[src/core/mesc_map.vh]
// Operation
// - read-only pointer to platform configuration data
// - pointer low three bits always read zero
// - pointer always present; zero means none
// - 64-bit environment register with fixed field layout
// - fence device bits also order memory below machine
// - ordered device atomics also order memory below machine
// - fence-memory bit hardwired zero without translation
// - page memory types gated; guest copy follows
// - translation fence suffices after page type change
// - hardware access/dirty update gated; guest copy follows
// - counter delegation gated; zero when unsupported
// - supervisor landing pad enable controls expected state
// - shadow stack off turns instructions to no-ops below machine
// - shadow stack off zeros lower enable copies
// - double trap off zeros double trap bits
// - environment high alias only at width 32
// - no user mode means no environment registers
// - optional 64-bit security register with fixed fields
// - machine landing pad enable controls expected state
// - security high alias only at width 32
`ifndef MESC_MAP_VH
`define MESC_MAP_VH
`define MESC_A_PTR      12'hf15
`define MESC_A_ENV      12'h30a
`define MESC_A_ENVH     12'h31a
`define MESC_A_SEC      12'h747
`define MESC_A_SECH     12'h757
`define MESC_PTR_ZBITS  3
`define MESC_RST64      64'h0000_0000_0000_0000
`define MESC_B_SUPERVISOR_TIMER_COMPARE_ENABLE     63
`define MESC_B_PAGE_MEMORY_TYPE_ENABLE    62
`define MESC_B_HW_ACCESS_DIRTY_UPDATE_ENABLE     61
`define MESC_B_CDE      60
`define MESC_B_DTE      59
`define MESC_B_PMM_HI   33
`define MESC_B_PMM_LO   32
`define MESC_B_CACHE_ZERO_ENABLE     7
`define MESC_B_CACHE_CLEAN_FLUSH_ENABLE    6
`define MESC_B_CACHE_INVALIDATE_ENABLE_HI  5
`define MESC_B_CACHE_INVALIDATE_ENABLE_LO  4
`define MESC_B_SSE      3
`define MESC_B_LPE      2
`define MESC_B_FENCE_IO_IMPLIES_MEMORY     0
`define MESC_B_MACHINE_LANDING_PAD_ENABLE     10
`define MESC_B_SUPERVISOR_SEED_ACCESS    9
`define MESC_B_USER_SEED_ACCESS    8
`define MESC_B_RLB      2
`define MESC_B_WHITELIST_POLICY     1
`define MESC_B_MML      0
`define MESC_ENV_BASE   64'h0000_0003_0000_00fc
`define MESC_SEC_MASK   64'h0000_0000_0000_0707
`define MESC_PRV_U      2'h0
`define MESC_PRV_S      2'h1
`define MESC_PRV_M      2'h3
`endif

[src/core/mesc_fence_xform.v]
`timescale 1ns/1ps
module mesc_fence_xform (
   input  wire       ref_clk_i,
   input  wire       sys_rst_i,
   input  wire       widen_i,
   input  wire [7:0] fence_bits_i,
   input  wire       amo_io_i,
   input  wire       amo_aq_i,
   input  wire       amo_rl_i,
   output reg  [7:0] fence_eff_o,
   output reg        amo_mem_order_o
);
   // fence bits: 7 pi, 6 po, 5 pr, 4 pw, 3 si, 2 so, 1 sr, 0 sw
   wire [7:0] nxt_eff;
   assign nxt_eff[7] = fence_bits_i[7];
   assign nxt_eff[6] = fence_bits_i[6];
   assign nxt_eff[5] = fence_bits_i[5] | (widen_i & fence_bits_i[7]);
   assign nxt_eff[4] = fence_bits_i[4] | (widen_i & fence_bits_i[6]);
   assign nxt_eff[3] = fence_bits_i[3];
   assign nxt_eff[2] = fence_bits_i[2];
   assign nxt_eff[1] = fence_bits_i[1] | (widen_i & fence_bits_i[3]);
   assign nxt_eff[0] = fence_bits_i[0] | (widen_i & fence_bits_i[2]);

   always @(posedge ref_clk_i) begin
      if (sys_rst_i) begin
         fence_eff_o     <= 8'h00;
         amo_mem_order_o <= 1'b0;
      end else begin
         fence_eff_o     <= nxt_eff;
         amo_mem_order_o <= widen_i & amo_io_i & (amo_aq_i | amo_rl_i);
      end
   end
endmodule // mesc_fence_xform

[src/core/mesc_lp_track.v]
`timescale 1ns/1ps
module mesc_lp_track (
   input  wire ref_clk_i,
   input  wire sys_rst_i,
   input  wire lp_en_i,
   input  wire indirect_jump_i,
   input  wire landing_pad_instr_exec_i,
   output reg  elp_expected_o,
   output reg  landing_pad_instr_nop_o
);
   // 0 is no_landing_expected; a disabled mode never leaves it
   always @(posedge ref_clk_i) begin
      if (sys_rst_i) begin
         elp_expected_o <= 1'b0;
         landing_pad_instr_nop_o     <= 1'b1;
      end else begin
         landing_pad_instr_nop_o <= ~lp_en_i;
         if (!lp_en_i)
            elp_expected_o <= 1'b0;
         else if (indirect_jump_i)
            elp_expected_o <= 1'b1;
         else if (landing_pad_instr_exec_i)
            elp_expected_o <= 1'b0;
      end
   end
endmodule // mesc_lp_track

[src/core/mesc_top.v]
`timescale 1ns/1ps
`include "mesc_map.vh"
module mesc_top #(
   parameter [63:0] CFG_PTR    = 64'h0000_0000_0000_0000,
   parameter        HAS_U      = 1,
   parameter        HAS_S      = 1,
   parameter        SATP_BARE  = 0,
   parameter        HAS_STC    = 1,
   parameter        HAS_PBMT   = 1,
   parameter        HAS_ADU    = 1,
   parameter        HAS_CDEL   = 1,
   parameter        HAS_DTRAP  = 1,
   parameter        HAS_PMASK  = 1,
   parameter        HAS_CBO    = 1,
   parameter        HAS_CFI    = 1,
   parameter        HAS_SEC    = 1
) (
   input  wire        ref_clk_i,
   input  wire        sys_rst_i,
   input  wire        xlen32_i,
   input  wire [1:0]  priv_i,
   input  wire        csr_valid_i,
   input  wire        csr_write_i,
   input  wire [11:0] csr_addr_i,
   input  wire [63:0] csr_wdata_i,
   output reg         csr_ack_o,
   output reg         csr_err_o,
   output reg  [63:0] csr_rdata_o,
   input  wire [7:0]  fence_bits_i,
   input  wire        amo_io_i,
   input  wire        amo_aq_i,
   input  wire        amo_rl_i,
   output wire [7:0]  fence_eff_o,
   output wire        amo_mem_order_o,
   input  wire        indirect_jump_i,
   input  wire        landing_pad_instr_exec_i,
   output wire        elp_expected_o,
   output wire        landing_pad_instr_nop_o,
   input  wire        page_memory_type_enable_chg_i,
   output reg         tlb_resync_o,
   output reg  [63:0] env_cfg_o,
   output reg  [63:0] sec_cfg_o,
   output reg         hyp_page_memory_type_enable_allow_o,
   output reg         hyp_hw_access_dirty_update_enable_allow_o,
   output reg         hyp_dte_allow_o,
   output reg         sdt_allow_o,
   output reg         lower_sse_allow_o,
   output reg         ss_as_mop_o,
   output reg         pte_010_rsvd_o,
   output reg         ssamoswap_ill_o,
   output reg         cnt_deleg_on_o,
   output reg         adu_hw_update_o
);
   reg  [63:0] env_ff;
   reg  [63:0] sec_ff;
   reg  [63:0] nxt_env;
   reg  [63:0] nxt_sec;
   reg  [63:0] nxt_rdata;
   reg         nxt_err;
   wire [63:0] env_mask;
   wire [63:0] sec_mask;
   wire [63:0] ptr_val;
   wire        fence_io_implies_memory_ok;
   wire        below_m;
   wire        lp_en;
   wire        hit_ptr;
   wire        hit_env;
   wire        hit_envh;
   wire        hit_sec;
   wire        hit_sech;
   wire        wr;

   // three low bits forced to zero for 8-byte alignment
   assign ptr_val = {CFG_PTR[63:`MESC_PTR_ZBITS],
                     {`MESC_PTR_ZBITS{1'b0}}};

   assign fence_io_implies_memory_ok = (HAS_S != 0) && (SATP_BARE == 0);

   // writable fields; everything else reads zero
   assign env_mask[63] = (HAS_STC != 0);
   assign env_mask[62] = (HAS_PBMT != 0);
   assign env_mask[61] = (HAS_ADU != 0);
   assign env_mask[60] = (HAS_CDEL != 0);
   assign env_mask[59] = (HAS_DTRAP != 0);
   assign env_mask[58:34] = 25'h0000000;
   assign env_mask[33:32] = {2{HAS_PMASK != 0}};
   assign env_mask[31:8] = 24'h000000;
   assign env_mask[7:4] = {4{HAS_CBO != 0}};
   assign env_mask[3:2] = {2{HAS_CFI != 0}};
   assign env_mask[1] = 1'b0;
   assign env_mask[0] = fence_io_implies_memory_ok;

   assign sec_mask = (HAS_SEC != 0) ? `MESC_SEC_MASK
                                    : `MESC_RST64;

   assign hit_ptr  = (csr_addr_i == `MESC_A_PTR);
   assign hit_env  = (csr_addr_i == `MESC_A_ENV) && (HAS_U != 0);
   assign hit_envh = (csr_addr_i == `MESC_A_ENVH) && (HAS_U != 0)
                     && xlen32_i;
   assign hit_sec  = (csr_addr_i == `MESC_A_SEC) && (HAS_SEC != 0);
   assign hit_sech = (csr_addr_i == `MESC_A_SECH) && (HAS_SEC != 0)
                     && xlen32_i;
   assign wr = csr_valid_i & csr_write_i;

   // read data and access error
   always @* begin
      nxt_rdata = `MESC_RST64;
      nxt_err   = 1'b0;
      if (hit_ptr)
         nxt_rdata = ptr_val;
      else if (hit_env)
         nxt_rdata = env_ff;
      else if (hit_envh)
         nxt_rdata = {32'h00000000, env_ff[63:32]};
      else if (hit_sec)
         nxt_rdata = sec_ff;
      else if (hit_sech)
         nxt_rdata = {32'h00000000, sec_ff[63:32]};
      else
         nxt_err = 1'b1;
      if (hit_ptr && csr_write_i)
         nxt_err = 1'b1;
      if (xlen32_i)
         nxt_rdata = {32'h00000000, nxt_rdata[31:0]};
   end

   // write merge: low word only at width 32, high via alias
   always @* begin
      nxt_env = env_ff;
      nxt_sec = sec_ff;
      if (wr && hit_env) begin
         if (xlen32_i)
            nxt_env = {env_ff[63:32], csr_wdata_i[31:0]};
         else
            nxt_env = csr_wdata_i;
      end
      if (wr && hit_envh)
         nxt_env = {csr_wdata_i[31:0], env_ff[31:0]};
      if (wr && hit_sec) begin
         if (xlen32_i)
            nxt_sec = {sec_ff[63:32], csr_wdata_i[31:0]};
         else
            nxt_sec = csr_wdata_i;
      end
      if (wr && hit_sech)
         nxt_sec = {csr_wdata_i[31:0], sec_ff[31:0]};
      nxt_env = nxt_env & env_mask;
      nxt_sec = nxt_sec & sec_mask;
   end

   always @(posedge ref_clk_i) begin
      if (sys_rst_i) begin
         env_ff      <= `MESC_RST64;
         sec_ff      <= `MESC_RST64;
         csr_ack_o   <= 1'b0;
         csr_err_o   <= 1'b0;
         csr_rdata_o <= `MESC_RST64;
      end else begin
         env_ff    <= nxt_env;
         sec_ff    <= nxt_sec;
         csr_ack_o <= csr_valid_i;
         csr_err_o <= csr_valid_i & nxt_err;
         if (csr_valid_i)
            csr_rdata_o <= nxt_err ? `MESC_RST64 : nxt_rdata;
      end
   end

   assign below_m = (priv_i != `MESC_PRV_M);

   // landing pad enable for the current mode
   assign lp_en = below_m ?
                  env_ff[`MESC_B_LPE] & ((HAS_S == 0) ||
                     (priv_i == `MESC_PRV_S))
                  : sec_ff[`MESC_B_MACHINE_LANDING_PAD_ENABLE];

   // effects seen by the rest of the hart
   always @(posedge ref_clk_i) begin
      if (sys_rst_i) begin
         env_cfg_o         <= `MESC_RST64;
         sec_cfg_o         <= `MESC_RST64;
         hyp_page_memory_type_enable_allow_o <= 1'b0;
         hyp_hw_access_dirty_update_enable_allow_o  <= 1'b0;
         hyp_dte_allow_o   <= 1'b0;
         sdt_allow_o       <= 1'b0;
         lower_sse_allow_o <= 1'b0;
         ss_as_mop_o       <= 1'b1;
         pte_010_rsvd_o    <= 1'b1;
         ssamoswap_ill_o   <= 1'b1;
         cnt_deleg_on_o    <= 1'b0;
         adu_hw_update_o   <= 1'b0;
         tlb_resync_o      <= 1'b0;
      end else begin
         env_cfg_o         <= env_ff;
         sec_cfg_o         <= sec_ff;
         hyp_page_memory_type_enable_allow_o <= env_ff[`MESC_B_PAGE_MEMORY_TYPE_ENABLE];
         hyp_hw_access_dirty_update_enable_allow_o  <= env_ff[`MESC_B_HW_ACCESS_DIRTY_UPDATE_ENABLE];
         adu_hw_update_o   <= env_ff[`MESC_B_HW_ACCESS_DIRTY_UPDATE_ENABLE];
         hyp_dte_allow_o   <= env_ff[`MESC_B_DTE];
         sdt_allow_o       <= env_ff[`MESC_B_DTE];
         cnt_deleg_on_o    <= env_ff[`MESC_B_CDE];
         lower_sse_allow_o <= env_ff[`MESC_B_SSE];
         ss_as_mop_o     <= below_m & ~env_ff[`MESC_B_SSE];
         pte_010_rsvd_o  <= ~env_ff[`MESC_B_SSE];
         ssamoswap_ill_o <= below_m & ~env_ff[`MESC_B_SSE];
         // a page type change asks for a full translation fence
         tlb_resync_o <= page_memory_type_enable_chg_i |
                         (wr && (hit_env || hit_envh) &&
                          (nxt_env[`MESC_B_PAGE_MEMORY_TYPE_ENABLE] !=
                           env_ff[`MESC_B_PAGE_MEMORY_TYPE_ENABLE]));
      end
   end

   mesc_fence_xform u_fence (
      .ref_clk_i       (ref_clk_i),
      .sys_rst_i       (sys_rst_i),
      .widen_i         (below_m & env_ff[`MESC_B_FENCE_IO_IMPLIES_MEMORY]),
      .fence_bits_i    (fence_bits_i),
      .amo_io_i        (amo_io_i),
      .amo_aq_i        (amo_aq_i),
      .amo_rl_i        (amo_rl_i),
      .fence_eff_o     (fence_eff_o),
      .amo_mem_order_o (amo_mem_order_o)
   );

   mesc_lp_track u_lp (
      .ref_clk_i       (ref_clk_i),
      .sys_rst_i       (sys_rst_i),
      .lp_en_i         (lp_en),
      .indirect_jump_i (indirect_jump_i),
      .landing_pad_instr_exec_i     (landing_pad_instr_exec_i),
      .elp_expected_o  (elp_expected_o),
      .landing_pad_instr_nop_o      (landing_pad_instr_nop_o)
   );
endmodule // mesc_top

[config.mk]
export PLATFORM = sky130hd
export DESIGN_NAME = mesc_top
export DESIGN_NICKNAME = d
export VERILOG_FILES = /design/src/core/mesc_fence_xform.v /design/src/core/mesc_lp_track.v /design/src/core/mesc_top.v
export VERILOG_INCLUDE_DIRS = /design/src /design/src/core
export SDC_FILE = /design/constraint.sdc
export NUM_CORES = 1
export LEC_CHECK = 0
export ABC_CLOCK_PERIOD_IN_PS = 1900
export BUFFER_PORTS_ARGS = -buffer_cell sky130_fd_sc_hd__buf_2
export CAP_MARGIN = 20
export CORE_AREA = 2 2 122 124
export CTS_CLUSTER_DIAMETER = 150
export DETAILED_ROUTE_END_ITERATION = 12
export DIE_AREA = 0 0 124 126
export GPL_ROUTABILITY_DRIVEN = 0
export MAX_ROUTING_LAYER = met4
export PLACE_DENSITY = 0.62
export SYNTH_ARGS = -nofsm -noshare
export SYNTH_HDL_FRONTEND = slang
export SYNTH_SLANG_ARGS = --single-unit
[constraint.sdc]
create_clock -name ref_clk_i -period 1.9 [get_ports ref_clk_i]
set_clock_uncertainty 0.05 [all_clocks]
set_input_delay 0.38 -clock ref_clk_i [delete_from_list [all_inputs] [get_ports ref_clk_i]]
set_output_delay 0.38 -clock ref_clk_i [all_outputs]
set_load 0.03 [all_outputs]
Word level (Yosys, flattened, before mapping)
Index checks and enable logic that the tools add are counted.

operators by class
  eq/ne operators = 9
  mux-type cells = 20
  bitwise gates (word level) = 21
  reduce and logical (&&, ||, !) cells = 16

operators with widths
  operator              number
  $mux 64               10
  $mux 32               1
  $eq 12x10->1 const B  2
  $eq 12x11->1 const B  2
  $eq 12x12->1 const B  1
  $and 1x1->1           11
  $logic_and 1x1->1     9
  $mux 1                9
  $or 1x1->1            6
  $reduce_and 2->1      3
  $not 1->1             4
  $reduce_bool 2->1     2
  $eq 2x1->1 const B    1
  $ne 2x1->1 const B    1
  $ne 2x2->1 const B    1
  $reduce_or 2->1       1
  $logic_or 1x1->1      1
  $ne 1x1->1            1

storage, ports and cells
  register bits after elaboration = 341
  input port bits = 97
  word-level logic and storage cells = 89

Logic depth before layout (Yosys ltp)
  depth after elaboration = 9
  depth in mapped cells = 6

Hierarchy
A second synthesis with hierarchy kept.

second synthesis, totals
  cell total of the unflattened synthesis = 433
  area, all modules = 4031.4 um2

by module, submodules not included
  module            times used  cells an instance  area an instance (um2)  sequential area each (um2)
  mesc_top          1           402                3689.8                  1361.3
  mesc_fence_xform  1           25                 269.0                   180.2
  mesc_lp_track     1           6                  72.6                    40.0

Worst setup path after synthesis
No wires, ideal clock.

  path kind = input to register
  start point = in csr_addr_i[5]
  end point = reg sec_ff[0]
  data arrival time = 1.808 ns
  data required time = 1.729 ns
  slack = -0.079 ns
  stages = 6
  cells stage by stage = or4b_4 -> buf_6 -> nor2_8 -> nand3_1 -> nor2_4 -> mux2_2

between the ends
  word-level cells in the longest chain between the ends = 5

ends and longest elaborated chain
  what                                 RTL line        text
  start: declaration                   mesc_top.v:24   input wire [11:0] csr_addr_i,
  $eq 12x11->1 (no source line)        n/a
  $logic_and 1x1->1                    mesc_top.v:101  assign hit_sech = (csr_addr_i == `MESC_A_SECH) && (HAS_SEC != 0)
  $logic_and 1x1->1                    mesc_top.v:145  if (wr && hit_sech)
  $not 1->1 (no source line)           n/a
  $reduce_and 2->1 (no source line) *  n/a
  end signal: assignment               mesc_top.v:154  sec_ff <= `MESC_RST64;
  end signal: assignment               mesc_top.v:160  sec_ff <= nxt_sec;
  end: declaration                     mesc_top.v:55   reg [63:0] sec_ff;

Mark *: on every way between the ends. The rest lies on a longest branch, timed or not.
A chain may end at the register's enable or synchronous reset.

Worst setup path in the final report
  start point = in csr_addr_i[5]
  end point = reg env_ff[63]

between the ends
  word-level cells in the longest chain between the ends = 5

ends and longest elaborated chain
  what                                                              RTL line        text
  $eq 12x10->1 (no source line)                                     n/a
  $logic_and 1x1->1                                                 mesc_top.v:98   assign hit_envh = (csr_addr_i == `MESC_A_ENVH) && (HAS_U != 0)
  $logic_and 1x1->1                                                 mesc_top.v:137  if (wr && hit_envh)
  $ne 2x1->1 (no source line) or $reduce_bool 2->1 (tied branches)  n/a
  $reduce_and 2->1 (no source line)                                 n/a
  end signal: assignment                                            mesc_top.v:153  env_ff <= `MESC_RST64;
  end signal: assignment                                            mesc_top.v:159  env_ff <= nxt_env;
  end: declaration                                                  mesc_top.v:54   reg [63:0] env_ff;

Parallel ways exist; a longest one is shown, timed or not.

==> flow_summary.toml <==
[timing]
slew_viol_final = 0
fin_crit_ns = 1.758
fin_ws_ns = 0.1416
fmax_mhz = 568.7
hold_slack_ns = 0.2038
tns_ns = 0
rsz0062_at_grt = "no"
fin_crit_sh_pct = 92.55
setup_viol_count_final = 0
hold_viol = 0

[routing]
wl_per_cell_um = 11.44
vias = 2840
drc_errors = 0
ant_nets = 0
vias_per_cell = 3.757
drtPass1Iterations = 5
drt_first_iter_violations = 147
drt-total-wl_mm = 8.652

[worst_setup_path]
worst-path-max-fanout = 4
rr_worst_depth = 4
cp.required_ns = 2.12
cp.depth = 7
crit_end = "env_ff[63]"
end_kind = "flop"
rr_startpoint = "env_ff[62]"
r2r_setup_slack_ns = 0.52
critPathKind = "in -> reg"
arrival_ns = 1.97
cp-start-kind = "input pin"
crit_start = "csr_addr_i[5]"
slowest_delay_ns = 0.59
cpMaxStageDelayCell = "or4b_4"
path_buf_inv = 3
r2r_end = "tlb_resync_o"
path_cells = "buf_2 > or4b_4 > buf_4 > nor4_4 > buf_4 > a22oi_1 > a21oi_1"
cp_common_cell = "buf_4"
critPathTopFamily = "simple AND/OR/NAND/NOR gates"

[cells_and_area]
fill_cells = 1537
multi_input_area_um2 = 1734
num_antenna_cells = 0
fin_area_um2 = 4803
layout-drive-gt1-share_pct = 33.74
fin_util_pct = 33.56
nets = 664
syn2layout_area_growth_pct = 20.12
final-seq-area_um2 = 1582

[clock_network]
cts_made_buffers = 9
cts.sinks = 79
cts.repair.resized = 0
path_clk_slew_ns = 0.06
cts_setup_buffers = 0
cts_buffer_depth = 2
cts_tree = "yes"
clock-root-buffer = "clkbuf_16"
htreeDepth = 3
hold_buffers = 0
clock_latency_ns = 0.33

[placement]
pre_cts_ws_ns = -0.2084
portBuffers = 122
place_hpwl_mm = 6.760
dpl-instance-area_um2 = 4488

[run_status]
outcome = "finished clean"

[floorplanning]
start_util_pct = 27.94
die_area_um2 = 15620
core_um2 = 14310
ios = 313
row_count = 44
die_h_um = 126
die_x_um = 124

[global_route]
grt_pass1_wl_mm = 12.69
antenna_found_initial = 0
grt_pass1_vias = 2447
grt_overflow = 0
grt_util_all_layers_pct = 10.99
grt_max_degree = 55

[synthesis]
async_reset_ff_share_pct = 0
yosys_warnings = 0
syn_avg_cell_area_um2 = 9.521
synthCells = 420
synth_seq_area_share_pct = 39.55
syn_area_um2 = 3999
ys.flop_type = "dfxtp_1"
synth_edf_count = 0
synth_seq_cells = 79
yosysUniqueCellTypes = 48

[min_path]
hold_class = "in -> reg"

[run]
drv_cap = 0

[power]
powerDensity_nw_per_um2 = 851.8
peakVddDrop_mv = 0.3874
leakage_nw = 2.502
registers in the layout (all words and copies together) (netlist names):
name,flops
csr_rdata_o,23
env_cfg_o,14
env_ff,14
u_fence.fence_eff_o,8
sec_cfg_o,6
sec_ff,6
csr_ack_o,1
csr_err_o,1
pte_010_rsvd_o,1
ssamoswap_ill_o,1
tlb_resync_o,1
u_fence.amo_mem_order_o,1
u_lp.elp_expected_o,1
u_lp.landing_pad_instr_nop_o,1
layout by cell type, fill, tap and decap left out, types with 2 or more instances in the layout:
| cell | count |
|---|---|
| a21oi_1 | 15 |
| a22o_1 | 19 |
| a22oi_1 | 7 |
| buf_12 | 4 |
| buf_2 | 122 |
| buf_4 | 30 |
| bufinv_16 | 2 |
| clkbuf_1 | 2 |
| clkbuf_16 | 9 |
| clkinv_4 | 2 |
| conb_1 | 149 |
| dfxtp_1 | 79 |
| inv_1 | 7 |
| mux2_2 | 7 |
| mux2i_1 | 7 |
| nand2_1 | 13 |
| nand2b_1 | 2 |
| nand3_1 | 4 |
| nand3b_1 | 2 |
| nand4_1 | 2 |
| nor2_1 | 21 |
| nor2_2 | 2 |
| nor2_4 | 2 |
| nor2b_1 | 29 |
| nor4_4 | 2 |
| o21ai_0 | 5 |
worst min path at each step:
stage	startpoint	endpoint	slack (ns)	cells past startpoint
final	fence_bits_i[5]	u_fence.fence_eff_o[5]	0.20	3
after global routing	fence_bits_i[1]	u_fence.fence_eff_o[1]	0.20	3
after CTS	fence_bits_i[5]	u_fence.fence_eff_o[5]	0.20	3
after detailed placement	csr_rdata_o[0]	csr_rdata_o[0]	0.40	2
after global placement	csr_rdata_o[1]	csr_rdata_o[1]	0.39	2
after floorplan	sec_ff[1]	sec_cfg_o[1]	0.37	2
kinds of logic (layout without fill, tap and decap cells):
kind of cell,Yosys count,after routing,synth area share [%]
AO/OA/AOI/OAI,55,55,9.825
buffers and inverters,175,179,31.35
flip-flops,79,79,39.55
multiplexers,14,14,3.724
other,1,149,0.09378
AND/OR/NAND/NOR,95,95,15.24
XOR/XNOR,1,1,0.2191
cells in the mapped netlist (5+ instances only):
cell type	number	share of area (%)
a21oi_1	15	1.9
nand3_1	5	0.63
nand2_1	13	1.2
inv_1	7	0.66
nor2b_1	29	4.5
a22oi_1	7	1.3
a22o_1	19	4.2
nor2_1	22	2.1
mux2_2	7	2.0
dfxtp_1	79	40
mux2i_1	7	1.8
clkbuf_1	9	0.84
buf_4	157	29
o21ai_0	5	0.63
power breakdown:
group | switching [mW] | internal [mW]
registers | 0.00283 | 1.67
logic | 0.514 | 0.0906
clock network | 0.662 | 1.15
metrics by stage:
stage          power, mW  cells
2_1_floorplan      2.425    568
3_3_place_gp       2.307    740
3_5_place_dp       2.308    740
4_1_cts            4.130    756
5_1_grt            4.250    756
6_report           4.092    756
cell type report:
class / count / area share, %
multi-input cells: 314 / 36.10
flip-flops and latches: 79 / 32.93
repair buffers: 156 / 19.07
clock buffers: 11 / 4.845
well taps: 184 / 4.793
clock inverters: 5 / 1.719
inverters: 7 / 0.5470
metal layers:
metal / track usage (%) / routed length [um] / vias to the layer above
met5: - / 0 / -
met4: 4.164 / 127 / 0
met3: 4.665 / 1041 / 11
met2: 17.07 / 4000 / 178
met1: 12.52 / 3483 / 1266
li1: - / - / 1385
tightest hold or removal path, cell delays in order:
cell     delay (ns)
buf_2          0.08
a21oi_1        0.03
nor2_1         0.06
Power figures use the tool's default switching activity.
